===== src/rtl/pac_pkg.sv =====
// package: register map, field layouts and constants of the accumulator
package pac_pkg;

  localparam int AXI_ADDR_W = 8;
  localparam int AXI_DATA_W = 32;

  localparam logic [AXI_ADDR_W-1:0] OFS_CTRL  = 8'h20;
  localparam logic [AXI_ADDR_W-1:0] OFS_FLAGS = 8'h24;
  localparam logic [AXI_ADDR_W-1:0] OFS_COUNT = 8'h28;

  localparam logic [1:0] RESP_OKAY   = 2'h0;
  localparam logic [1:0] RESP_SLVERR = 2'h2;

  localparam logic [7:0]  CTRL_RESET  = 8'h00;
  localparam logic [7:0]  CTRL_WMASK  = 8'h7F;
  localparam logic [15:0] COUNT_RESET = 16'h0000;
  localparam logic [15:0] COUNT_MAX   = 16'hFFFF;
  localparam logic [15:0] COUNT_STEP  = 16'h0001;
  localparam logic [7:0]  DIV_LOW_MAX = 8'hFF;

  typedef enum logic [1:0] {
    PAC_CLK_PRESCALER = 2'b00,
    PAC_CLK_ACC       = 2'b01,
    PAC_CLK_ACC_256   = 2'b10,
    PAC_CLK_ACC_64K   = 2'b11
  } pac_clk_sel_t;

  // control register layout, bit 7 down to bit 0
  typedef struct packed {
    logic         reserved;
    logic         accumulatorEnable;
    logic         gatedModeSelect;
    logic         edgePolaritySelect;
    pac_clk_sel_t clkSel;
    logic         overflowIrqEnable;
    logic         inputEdgeIrqEnable;
  } pac_ctrl_t;

  // flag register layout, bit 1 down to bit 0
  typedef struct packed {
    logic accumulatorOverflowFlag;
    logic inputEdgeFlag;
  } pac_flags_t;

  // byte lane merge under one strobe bit
  function automatic logic [7:0] pac_merge(input logic [7:0] oldVal,
                                           input logic [7:0] newVal,
                                           input logic       strobe);
    pac_merge = strobe ? newVal : oldVal;
  endfunction : pac_merge

endpackage : pac_pkg


===== src/rtl/pac_clk_div.sv =====
// divides the accumulator clock by 256 and by 65536
`timescale 1ns/1ps
module pac_clk_div
  import pac_pkg::*;
(
  input  wire logic ref_clk,
  input  wire logic rst_n,
  input  wire logic tickIn,
  output logic      tick256,
  output logic      tick65536
);

  logic [15:0] divCount;

  always_ff @(posedge ref_clk) begin
    if (!rst_n) begin
      divCount <= COUNT_RESET;
    end else if (tickIn) begin
      divCount <= divCount + COUNT_STEP;
    end
  end

  assign tick256   = tickIn & (divCount[7:0] == DIV_LOW_MAX);
  assign tick65536 = tickIn & (divCount == COUNT_MAX);

endmodule : pac_clk_div


===== src/rtl/pac_ctrl.sv =====
// pulse accumulator control with axi4-lite registers
//
// Added by the designer: register access over AXI4-Lite.
`timescale 1ns/1ps
module pac_ctrl
  import pac_pkg::*;
(
  input  wire logic                  ref_clk,
  input  wire logic                  rst_n,
  input  wire logic [AXI_ADDR_W-1:0] s_axi_awaddr,
  input  wire logic                  s_axi_awvalid,
  output logic                       s_axi_awready,
  input  wire logic [AXI_DATA_W-1:0] s_axi_wdata,
  input  wire logic [3:0]            s_axi_wstrb,
  input  wire logic                  s_axi_wvalid,
  output logic                       s_axi_wready,
  output logic [1:0]                 s_axi_bresp,
  output logic                       s_axi_bvalid,
  input  wire logic                  s_axi_bready,
  input  wire logic [AXI_ADDR_W-1:0] s_axi_araddr,
  input  wire logic                  s_axi_arvalid,
  output logic                       s_axi_arready,
  output logic [AXI_DATA_W-1:0]      s_axi_rdata,
  output logic [1:0]                 s_axi_rresp,
  output logic                       s_axi_rvalid,
  input  wire logic                  s_axi_rready,
  input  wire logic                  channelSevenPin,
  input  wire logic                  timerEnable,
  input  wire logic                  prescalerTick,
  input  wire logic                  div64Tick,
  output logic                       counterTick,
  output logic                       accumulatorClock,
  output logic                       overflowIrq,
  output logic                       inputEdgeIrq
);

  pac_ctrl_t             ctrl;
  pac_flags_t            flags;
  logic [15:0]           accumulatorCount;
  logic                  awHeld;
  logic                  wHeld;
  logic [AXI_ADDR_W-1:0] awAddr;
  logic [AXI_DATA_W-1:0] wData;
  logic [3:0]            wStrb;
  logic                  pinLevel;
  logic                  pinRise;
  logic                  pinFall;
  logic                  tick256;
  logic                  tick65536;

  // ---------------- axi4-lite write path ----------------
  wire                  awFire   = s_axi_awvalid & s_axi_awready;
  wire                  wFire    = s_axi_wvalid & s_axi_wready;
  wire                  haveAw   = awHeld | awFire;
  wire                  haveW    = wHeld | wFire;
  wire                  doWrite  = haveAw & haveW & ~s_axi_bvalid;
  wire [AXI_ADDR_W-1:0] curAw    = awHeld ? awAddr : s_axi_awaddr;
  wire [AXI_DATA_W-1:0] curW     = wHeld ? wData : s_axi_wdata;
  wire [3:0]            curStrb  = wHeld ? wStrb : s_axi_wstrb;
  wire [AXI_ADDR_W-1:0] wrWord   = {curAw[AXI_ADDR_W-1:2], 2'b00};
  wire                  wrCtrl   = doWrite & (wrWord == OFS_CTRL);
  wire                  wrFlags  = doWrite & (wrWord == OFS_FLAGS);
  wire                  wrCount  = doWrite & (wrWord == OFS_COUNT);
  wire                  wrMapped = wrCtrl | wrFlags | wrCount;

  assign s_axi_awready = ~awHeld & ~s_axi_bvalid;
  assign s_axi_wready  = ~wHeld & ~s_axi_bvalid;

  always_ff @(posedge ref_clk) begin
    if (!rst_n) begin
      awHeld <= 1'b0;
      awAddr <= '0;
    end else if (doWrite) begin
      awHeld <= 1'b0;
    end else if (awFire) begin
      awHeld <= 1'b1;
      awAddr <= s_axi_awaddr;
    end
  end

  always_ff @(posedge ref_clk) begin
    if (!rst_n) begin
      wHeld <= 1'b0;
      wData <= '0;
      wStrb <= '0;
    end else if (doWrite) begin
      wHeld <= 1'b0;
    end else if (wFire) begin
      wHeld <= 1'b1;
      wData <= s_axi_wdata;
      wStrb <= s_axi_wstrb;
    end
  end

  always_ff @(posedge ref_clk) begin
    if (!rst_n) begin
      s_axi_bvalid <= 1'b0;
      s_axi_bresp  <= RESP_OKAY;
    end else if (doWrite) begin
      s_axi_bvalid <= 1'b1;
      s_axi_bresp  <= wrMapped ? RESP_OKAY : RESP_SLVERR;
    end else if (s_axi_bready) begin
      s_axi_bvalid <= 1'b0;
    end
  end

  // ---------------- axi4-lite read path ----------------
  wire                  arFire = s_axi_arvalid & s_axi_arready;
  wire [AXI_ADDR_W-1:0] rdWord = {s_axi_araddr[AXI_ADDR_W-1:2], 2'b00};
  wire                  rdCtrl  = rdWord == OFS_CTRL;
  wire                  rdFlags = rdWord == OFS_FLAGS;
  wire                  rdCount = rdWord == OFS_COUNT;
  wire [AXI_DATA_W-1:0] rdMux =
      rdCtrl  ? {24'h000000, ctrl} :
      rdFlags ? {30'h00000000, flags} :
      rdCount ? {16'h0000, accumulatorCount} : '0;

  assign s_axi_arready = ~s_axi_rvalid;

  always_ff @(posedge ref_clk) begin
    if (!rst_n) begin
      s_axi_rvalid <= 1'b0;
      s_axi_rdata  <= '0;
      s_axi_rresp  <= RESP_OKAY;
    end else if (arFire) begin
      s_axi_rvalid <= 1'b1;
      s_axi_rdata  <= rdMux;
      s_axi_rresp  <= (rdCtrl | rdFlags | rdCount) ? RESP_OKAY : RESP_SLVERR;
    end else if (s_axi_rready) begin
      s_axi_rvalid <= 1'b0;
    end
  end

  // ---------------- control register ----------------
  wire [7:0] next_ctrl = pac_merge(ctrl, curW[7:0] & CTRL_WMASK, curStrb[0]);

  always_ff @(posedge ref_clk) begin
    if (!rst_n) begin
      ctrl <= CTRL_RESET;
    end else if (wrCtrl) begin
      ctrl <= next_ctrl;
    end
  end

  // ---------------- pin and accumulator clock ----------------
  pac_edge_sync u_edge_sync (
    .ref_clk   (ref_clk),
    .rst_n     (rst_n),
    .pinIn     (channelSevenPin),
    .level     (pinLevel),
    .risePulse (pinRise),
    .fallPulse (pinFall)
  );

  wire accOn    = ctrl.accumulatorEnable;
  wire modeEv   = accOn & ~ctrl.gatedModeSelect;
  wire modeGate = accOn & ctrl.gatedModeSelect;
  wire edgeSel  = ctrl.edgePolaritySelect;
  // selected event edge
  wire evEdge   = edgeSel ? pinRise : pinFall;
  // gate open on high level for edge 0, low level for edge 1
  wire gateOpen = edgeSel ? ~pinLevel : pinLevel;
  // trailing edge of the gate
  wire gateEnd  = edgeSel ? pinRise : pinFall;
  // the div-64 tick only exists with the timer running
  wire tick64   = div64Tick & timerEnable;
  wire accClk   = (modeEv & evEdge) | (modeGate & gateOpen & tick64);
  wire edgeHit  = (modeEv & evEdge) | (modeGate & gateEnd);

  assign accumulatorClock = accClk;

  pac_clk_div u_clk_div (
    .ref_clk   (ref_clk),
    .rst_n     (rst_n),
    .tickIn    (accClk),
    .tick256   (tick256),
    .tick65536 (tick65536)
  );

  // main counter clock select, combinational so a write acts at once
  wire useSel = accOn;
  always_comb begin
    counterTick = prescalerTick;
    if (useSel) begin
      unique case (ctrl.clkSel)
        PAC_CLK_PRESCALER: counterTick = prescalerTick;
        PAC_CLK_ACC:       counterTick = accClk;
        PAC_CLK_ACC_256:   counterTick = tick256;
        PAC_CLK_ACC_64K:   counterTick = tick65536;
      endcase
    end
  end

  // ---------------- count and flags ----------------
  wire overflow = accClk & (accumulatorCount == COUNT_MAX) & ~wrCount;
  wire [15:0] next_count = {pac_merge(accumulatorCount[15:8], curW[15:8],
                                      curStrb[1]),
                            pac_merge(accumulatorCount[7:0], curW[7:0],
                                      curStrb[0])};

  always_ff @(posedge ref_clk) begin
    if (!rst_n) begin
      accumulatorCount <= COUNT_RESET;
    end else if (wrCount) begin
      accumulatorCount <= next_count;
    end else if (accClk) begin
      accumulatorCount <= accumulatorCount + COUNT_STEP;
    end
  end

  // clears only while timer or accumulator runs; a set wins
  wire        clrOk     = wrFlags & curStrb[0] & (timerEnable | accOn);
  wire [1:0]  clrMask   = clrOk ? curW[1:0] : 2'b00;
  wire [1:0]  setMask   = {overflow, edgeHit};
  wire [1:0]  next_flag = (flags & ~clrMask) | setMask;

  always_ff @(posedge ref_clk) begin
    if (!rst_n) begin
      flags <= '0;
    end else begin
      flags <= next_flag;
    end
  end

  assign overflowIrq  = flags.accumulatorOverflowFlag &
                        ctrl.overflowIrqEnable;
  assign inputEdgeIrq = flags.inputEdgeFlag & ctrl.inputEdgeIrqEnable;
endmodule : pac_ctrl


===== src/rtl/pac_edge_sync.sv =====
// synchroniser and edge detector for the shared channel seven pin
`timescale 1ns/1ps
module pac_edge_sync
  import pac_pkg::*;
(
  input  wire logic ref_clk,
  input  wire logic rst_n,
  input  wire logic pinIn,
  output logic      level,
  output logic      risePulse,
  output logic      fallPulse
);

  logic syncA;
  logic syncB;
  logic prevB;

  always_ff @(posedge ref_clk) begin
    if (!rst_n) begin
      syncA <= 1'b0;
      syncB <= 1'b0;
      prevB <= 1'b0;
    end else begin
      syncA <= pinIn;
      syncB <= syncA;
      prevB <= syncB;
    end
  end

  assign level     = syncB;
  assign risePulse = syncB & ~prevB;
  assign fallPulse = ~syncB & prevB;

endmodule : pac_edge_sync


===== config.mk =====
export PLATFORM = sky130hd
export DESIGN_NAME = pac_ctrl
export DESIGN_NICKNAME = d
export VERILOG_FILES = /design/src/rtl/pac_pkg.sv /design/src/rtl/pac_clk_div.sv /design/src/rtl/pac_ctrl.sv /design/src/rtl/pac_edge_sync.sv
export SDC_FILE = /design/constraint.sdc
export NUM_CORES = 1
export LEC_CHECK = 0
export BUFFER_PORTS_ARGS = -buffer_cell sky130_fd_sc_hd__buf_2
export CORE_MARGIN = 8
export CORE_UTILIZATION = 53
export DETAILED_ROUTE_END_ITERATION = 10
export PLACE_DENSITY = 0.79
export SLEW_MARGIN = 20
export SYNTH_ARGS = -nofsm -noshare
export SYNTH_HDL_FRONTEND = slang
export SYNTH_SLANG_ARGS = --single-unit

===== constraint.sdc =====
create_clock -name ref_clk -period 2.68 [get_ports ref_clk]
set_input_delay 0.134 -clock ref_clk [delete_from_list [all_inputs] [get_ports ref_clk]]
set_output_delay 0.134 -clock ref_clk [all_outputs]
set_load 0.01 [all_outputs]

=== Word-level counts from Yosys, hierarchy flattened ===
Index checks and enable logic that the tools add are counted.

* Register bits: 110
* Input port bits: 63
* Output and inout bits: 45
* Word-level logic and storage cells: 120

* Add/sub/neg operators: 2
* Equal/unequal tests: 14
* Mux-type cells: 21
* Bitwise logic cells: 49
* Reductions and logical operators: 10

{| class="wikitable"
|+ Operator list
! kind !! number
|-
| $mux 16 || 6
|-
| $eq 6x4->1 const B || 6
|-
| $add 16x1->16 const B || 2
|-
| $eq 16x16->1 const B || 2
|-
| $and 1x1->1 || 27
|-
| $mux 8 || 3
|-
| $not 1->1 || 10
|-
| $reduce_and 2->1 || 5
|-
| $or 1x1->1 || 9
|-
| $eq 8x8->1 const B || 1
|-
| $mux 2 || 4
|-
| $mux 1 || 7
|-
| $reduce_bool 2->1 || 3
|-
| $eq 2x2->1 const B || 2
|-
| $ne 2x2->1 const B || 2
|-
| $pmux 1 s4 || 1
|-
| $and 2x2->2 || 1
|-
| $eq 2x1->1 const B || 1
|-
| $logic_not 2->1 || 1
|-
| $not 2->2 || 1
|-
| $or 2x2->2 || 1
|-
| $reduce_or 2->1 || 1
|}

=== Longest topological paths before layout ===
* Word-level depth: 13
* Gate-level depth with buffers: 9
* Mapped depth without buffers: 7

=== Cells and area by module ===
A second synthesis with hierarchy kept.

* Cells, all modules: 536
* Area total of the unflattened synthesis: 4569.4 µm²

{| class="wikitable"
|+ Modules (own cells, without submodules)
! module !! instances !! cells an instance !! area each (µm²) !! sequential area each (µm²)
|-
| pac_ctrl || 1 || 435 || 3672.3 || 1421.4
|-
| pac_clk_div || 1 || 93 || 805.8 || 320.3
|-
| pac_edge_sync || 1 || 8 || 91.3 || 60.1
|}

=== Worst setup path after synthesis ===
Ideal clock, no wire load.

* Path kind: reg2reg
* Start: register awHeld
* End: register accumulatorCount[0]
* Setup time: 119 ps
* Data arrival time: 2171 ps
* Required time: 2561 ps
* Setup slack: 390 ps
* Cell stages (with the launch flop): 8
* Path buffers: 1
* Clock period less this slack: 2290 ps
* Cell sequence: dfxtp_1 -> buf_6 -> or3b_1 -> a2111o_1 -> nor2_2 -> mux2i_1 -> a21oi_1 -> o221a_2

* Word-level cells in the longest chain between the ends: 9
* Elaborated cells between the ends (all ways): 13
* Classes of those cells: eq/ne: 2; mux: 2; bitwise: 7; reduce/logical: 2

{| class="wikitable"
|+ Ends and longest elaborated chain
! what !! line !! source
|-
| start: declaration || pac_ctrl.sv:40 || <nowiki>logic awHeld;</nowiki>
|-
| start signal: assignment || pac_ctrl.sv:71 || <nowiki>awHeld <= 1'b0;</nowiki>
|-
| start signal: assignment || pac_ctrl.sv:74 || <nowiki>awHeld <= 1'b0;</nowiki>
|-
| start signal: assignment || pac_ctrl.sv:76 || <nowiki>awHeld <= 1'b1;</nowiki>
|-
| $not 1->1 || pac_ctrl.sv:66 || <nowiki>assign s_axi_awready = ~awHeld & ~s_axi_bvalid;</nowiki>
|-
| $and 1x1->1 || pac_ctrl.sv:66 ||
|-
| $and 1x1->1 || pac_ctrl.sv:52 || <nowiki>wire awFire = s_axi_awvalid & s_axi_awready;</nowiki>
|-
| $or 1x1->1 || pac_ctrl.sv:54 || <nowiki>wire haveAw = awHeld | awFire;</nowiki>
|-
| $and 1x1->1 (2 in a row) || pac_ctrl.sv:56 || <nowiki>wire doWrite = haveAw & haveW & ~s_axi_bvalid;</nowiki>
|-
| $and 1x1->1 (*) || pac_ctrl.sv:63 || <nowiki>wire wrCount = doWrite & (wrWord == OFS_COUNT);</nowiki>
|-
| $ne 2x2->1 (no line) / $reduce_bool 2->1 (equally long branches) || -- ||
|-
| $reduce_and 2->1 (no line) || -- ||
|-
| end signal: assignment || pac_ctrl.sv:205 || <nowiki>accumulatorCount <= next_count;</nowiki>
|-
| end signal: assignment || pac_ctrl.sv:207 || <nowiki>accumulatorCount <= accumulatorCount + COUNT_STEP;</nowiki>
|-
| end: declaration || pac_ctrl.sv:39 || <nowiki>logic [15:0] accumulatorCount;</nowiki>
|}

Every way passes the cells marked *; elsewhere a longest branch is shown, timed or not.
A chain may end at the register's enable or synchronous reset.

=== Worst setup path after layout ===
* Start: register, netlist name edgeSel
* End: output port counterTick

* Word-level cells in the longest chain between the ends: 7
* Elaborated cells between the ends (all ways): 10
* Classes of those cells: mux: 4; bitwise: 6

{| class="wikitable"
|+ Ends and longest elaborated chain
! what !! line !! source
|-
| $mux 1 || pac_ctrl.sv:162 || <nowiki>wire gateOpen = edgeSel ? ~pinLevel : pinLevel;</nowiki>
|-
| $and 1x1->1 (2 in a row) || pac_ctrl.sv:167 || <nowiki>wire accClk = (modeEv & evEdge) | (modeGate & gateOpen & tick64);</nowiki>
|-
| $or 1x1->1 (*) || pac_ctrl.sv:167 ||
|-
| $and 1x1->1, on equally long branches || pac_clk_div.sv:24, pac_clk_div.sv:23 ||
|-
| $pmux 1 s4 (*) || pac_ctrl.sv:185 || <nowiki>unique case (ctrl.clkSel)</nowiki>
|-
| $mux 1 (*) || pac_ctrl.sv:184 || <nowiki>if (useSel) begin</nowiki>
|-
| end: declaration || pac_ctrl.sv:31 || <nowiki>output logic counterTick,</nowiki>
|}

Marked as above.

==> results.py <==
metrics = {
    "outcome": {
        "outcome": "finished clean",
    },
    "sta": {
        "report.final.hold_viol_count": 0,
        "layout_min_cycle_time_ps": 2543,
        "fmaxAchievable_mhz": 393.2,
        "maxSlewViolCount": 0,
        "fin_tns_setup_ps": 0,
        "worst_pin_slew_ps": 769.4,
        "period_share_pct": 94.89,
        "maxSlewHeadroom_pct": 48.66,
        "skew_ps": 13.78,
        "setup_violations": 0,
    },
    "cts": {
        "clock_latency_ps": 360,
        "cts_tree": "yes",
        "ctsLongestPathBuffers": 2,
        "cts.sinks": 90,
        "path_clk_slew_ps": 90,
        "htree_levels": 3,
        "cts_made_buffers": 9,
        "cts-root-buf": "clkbuf_8",
    },
    "min_path": {
        "min_path_cells": 3,
        "min_from": "s_axi_wdata[11]",
        "holdCritPathClass": "in2reg",
        "whs_endpoint": "wData[11]",
    },
    "logic_synthesis": {
        "postSynth.topFlopCell": "dfxtp_1",
        "synth_async_sr_flop_share_pct": 0,
        "ys_seq_area_share_pct": 41.03,
        "synth_area_leaders": "dfxtp_1 (41%), mux2i_1 (5.9%), nand2_1 (5.8%)",
        "synth_seq_cells": 90,
        "synth_top_area_share_pct": 41.03,
        "postSynthAreaPerCell_um2": 8.478,
        "ys.warnings.count": 0,
        "synth_edf_count": 0,
        "synthDistinctLibCells": 68,
        "synth_area_mm2": 0.004392,
        "syn_inst": 518,
        "synth_top_cell_by_area": "dfxtp_1",
    },
    "cells_and_area": {
        "mostFrequentLayoutCell": "dfxtp_1",
        "mostFrequentLayoutCells": "dfxtp_1 (89), nand2_1 (68), buf_2 (67)",
        "fin_cells": 692,
        "area_growth_syn_to_layout_pct": 12.85,
        "fin_nets": 647,
        "fin_area_mm2": 0.004956,
        "nFillCells": 715,
        "drive_gt1_share_pct": 19.59,
        "diodes": 0,
    },
    "power": {
        "p_leak_nw": 1.973,
        "total_power_mw": 2.582,
        "vdd_drop_max_v": 0.0002767,
        "powerDensity_mw_per_mm2": 521.1,
    },
    "place": {
        "place.gp.congestion": 0.8629,
        "post_dp_cell_area_mm2": 0.004716,
        "dp.cells": 671,
        "io_buffers": 67,
        "dp_hpwl_mm": 8.046,
    },
    "grt": {
        "grt_overflow": 0,
        "grt_usage_pct": 19.06,
        "first_global_vias": 3820,
        "grt_pass1_wl_mm": 17.98,
        "antenna_found_initial": 0,
        "grt_start_max_net_pins": 36,
    },
    "flow_run": {
        "cap_violations": 0,
    },
    "floorplan": {
        "die_w_um": 107.0,
        "die_height_um": 107.0,
        "fp.dieArea_mm2": 0.01146,
        "start_util_pct": 53.99,
        "design.core.area_mm2": 0.008134,
        "row_count": 33,
        "pin_count": 108,
    },
    "detailed_routing": {
        "drc": 0,
        "ant_nets": 0,
        "vias_per_cell": 5.767,
        "dr_total_vias": 3991,
        "wirelength_mm": 11.01,
        "wl_per_cell_um": 15.91,
        "drt_iter0_drc": 195,
        "drt_pass1_iterations": 5,
    },
    "setup_path": {
        "reg2reg_slack_ps": 240,
        "cp_max_fo": 6,
        "reg2reg_depth": 6,
        "r2r-end": "accumulatorCount[8]",
        "r2r-start": "awHeld",
        "worstSetupEndpointType": "output pin",
        "worstPathRequired_ps": 2550,
        "worstSetupPathType": "reg2out",
        "startpoint_type": "flip-flop",
        "crit_arrival_ps": 2410,
    },
}
-- what timing repair did --
| item | in CTS | in global routing |
|---|---|---|
| gates resized for setup | 0 | 1 |
| endpoints found under the hold margin | 2 | 0 |
| endpoints found under the setup margin | 0 | 1 |
| hold buffers | 2 | 0 |
| setup buffers | 0 | 3 |
-- cells by family after synthesis --
group                    Yosys count  synth area share, %
multiplexers                      34                7.977
buffers and inverters             54                6.923
adder cells (fa/ha/maj)            2               0.5697
flip-flops                        90                41.03
other                              1              0.08539
XOR/XNOR                          10                1.994
AND/OR/NAND/NOR                  205                22.71
AO/OA/AOI/OAI                    122                18.72
-- final cells by class --
class	instances	area (µm²)	share of cell area (%)
clock buffer	12	145.1	2.929
clock inverter	4	51.30	1.035
sequential	90	1803	36.38
tap	105	131.4	2.651
timing repair buffer	80	437.9	8.836
multi-input combinational	391	2350	47.41
inverter	10	37.54	0.7574
-- where the power goes --
part / total, mW / internal [mW] / switching, mW
registers: 1.39 / 1.37 / 0.0213
logic: 0.263 / 0.102 / 0.161
clock network: 0.932 / 0.458 / 0.475
-- state kept, by name (all words and copies together) (netlist names), 2 cells and up --
name	count
s_axi_rdata	16
awAddr	6
wStrb	2
ctrl	5
flags	2
u_clk_div.divCount	16
accumulatorCount	16
wData	16
-- cells in the mapped netlist, drive strengths merged (2+ instances only) --
cell      n
and3      7
nand4bb   2
a31oi     4
nor3     11
and2      7
nand3     9
a22oi    12
dfxtp    90
or4       2
nor2     64
a211o     2
nand2    68
a211oi    4
o211ai    3
a221oi    3
o22ai     5
mux2      8
xor2      4
and3b     2
nand4     4
o21ai    14
clkbuf   16
a222oi    5
or2       2
nand2b    5
a21boi    2
xnor2     6
inv       9
ha        2
o31ai     5
buf      28
a21oi    47
o21a      4
nor3b     3
or3       9
mux2i    26
nand3b    5
-- worst max-delay path: stages, from the launching register on --
cell and delay [ps]:
dfxtp_1 450, nand4b_1 170, a21oi_1 320, o211ai_1 320, nand2b_1 260, a221o_1 260, o221ai_1 80, buf_2 180
-- stage by stage --
stage          hold slack, ps  util (%)  worst slack (ps)
2_1_floorplan           233.0         -             390.4
3_3_place_gp            322.1     57.98             325.1
3_5_place_dp            325.4     57.98             284.8
4_1_cts                 2.541     60.64             2.467
5_1_grt                 9.311     60.93            -28.43
6_report                4.883     60.93             136.8
-- per-layer routing --
layer	up-vias	routed length, µm	share of wire (%)	global-route usage, %
met5	-	0	0	0
met4	0	254	2.3	8.442
met3	22	820	7.4	5.699
met2	129	5271	48	31.51
met1	1906	4664	42	22.28
li1	1934	-	-	-
-- worst max path at each step --
| stage | start | end | slack (ps) | depth (start not counted) |
|---|---|---|---|---|
| after floorplan | awHeld | accumulatorCount[0] | 390 | 7 |
| after global placement | awHeld | accumulatorCount[4] | 330 | 7 |
| after detailed placement | awHeld | accumulatorCount[4] | 280 | 7 |
| after CTS | accOn | counterTick | 2 | 7 |
| after global routing | accOn | counterTick | -30 | 7 |
| final | edgeSel | counterTick | 140 | 7 |
No activity file was read; power rests on OpenSTA's default activity.
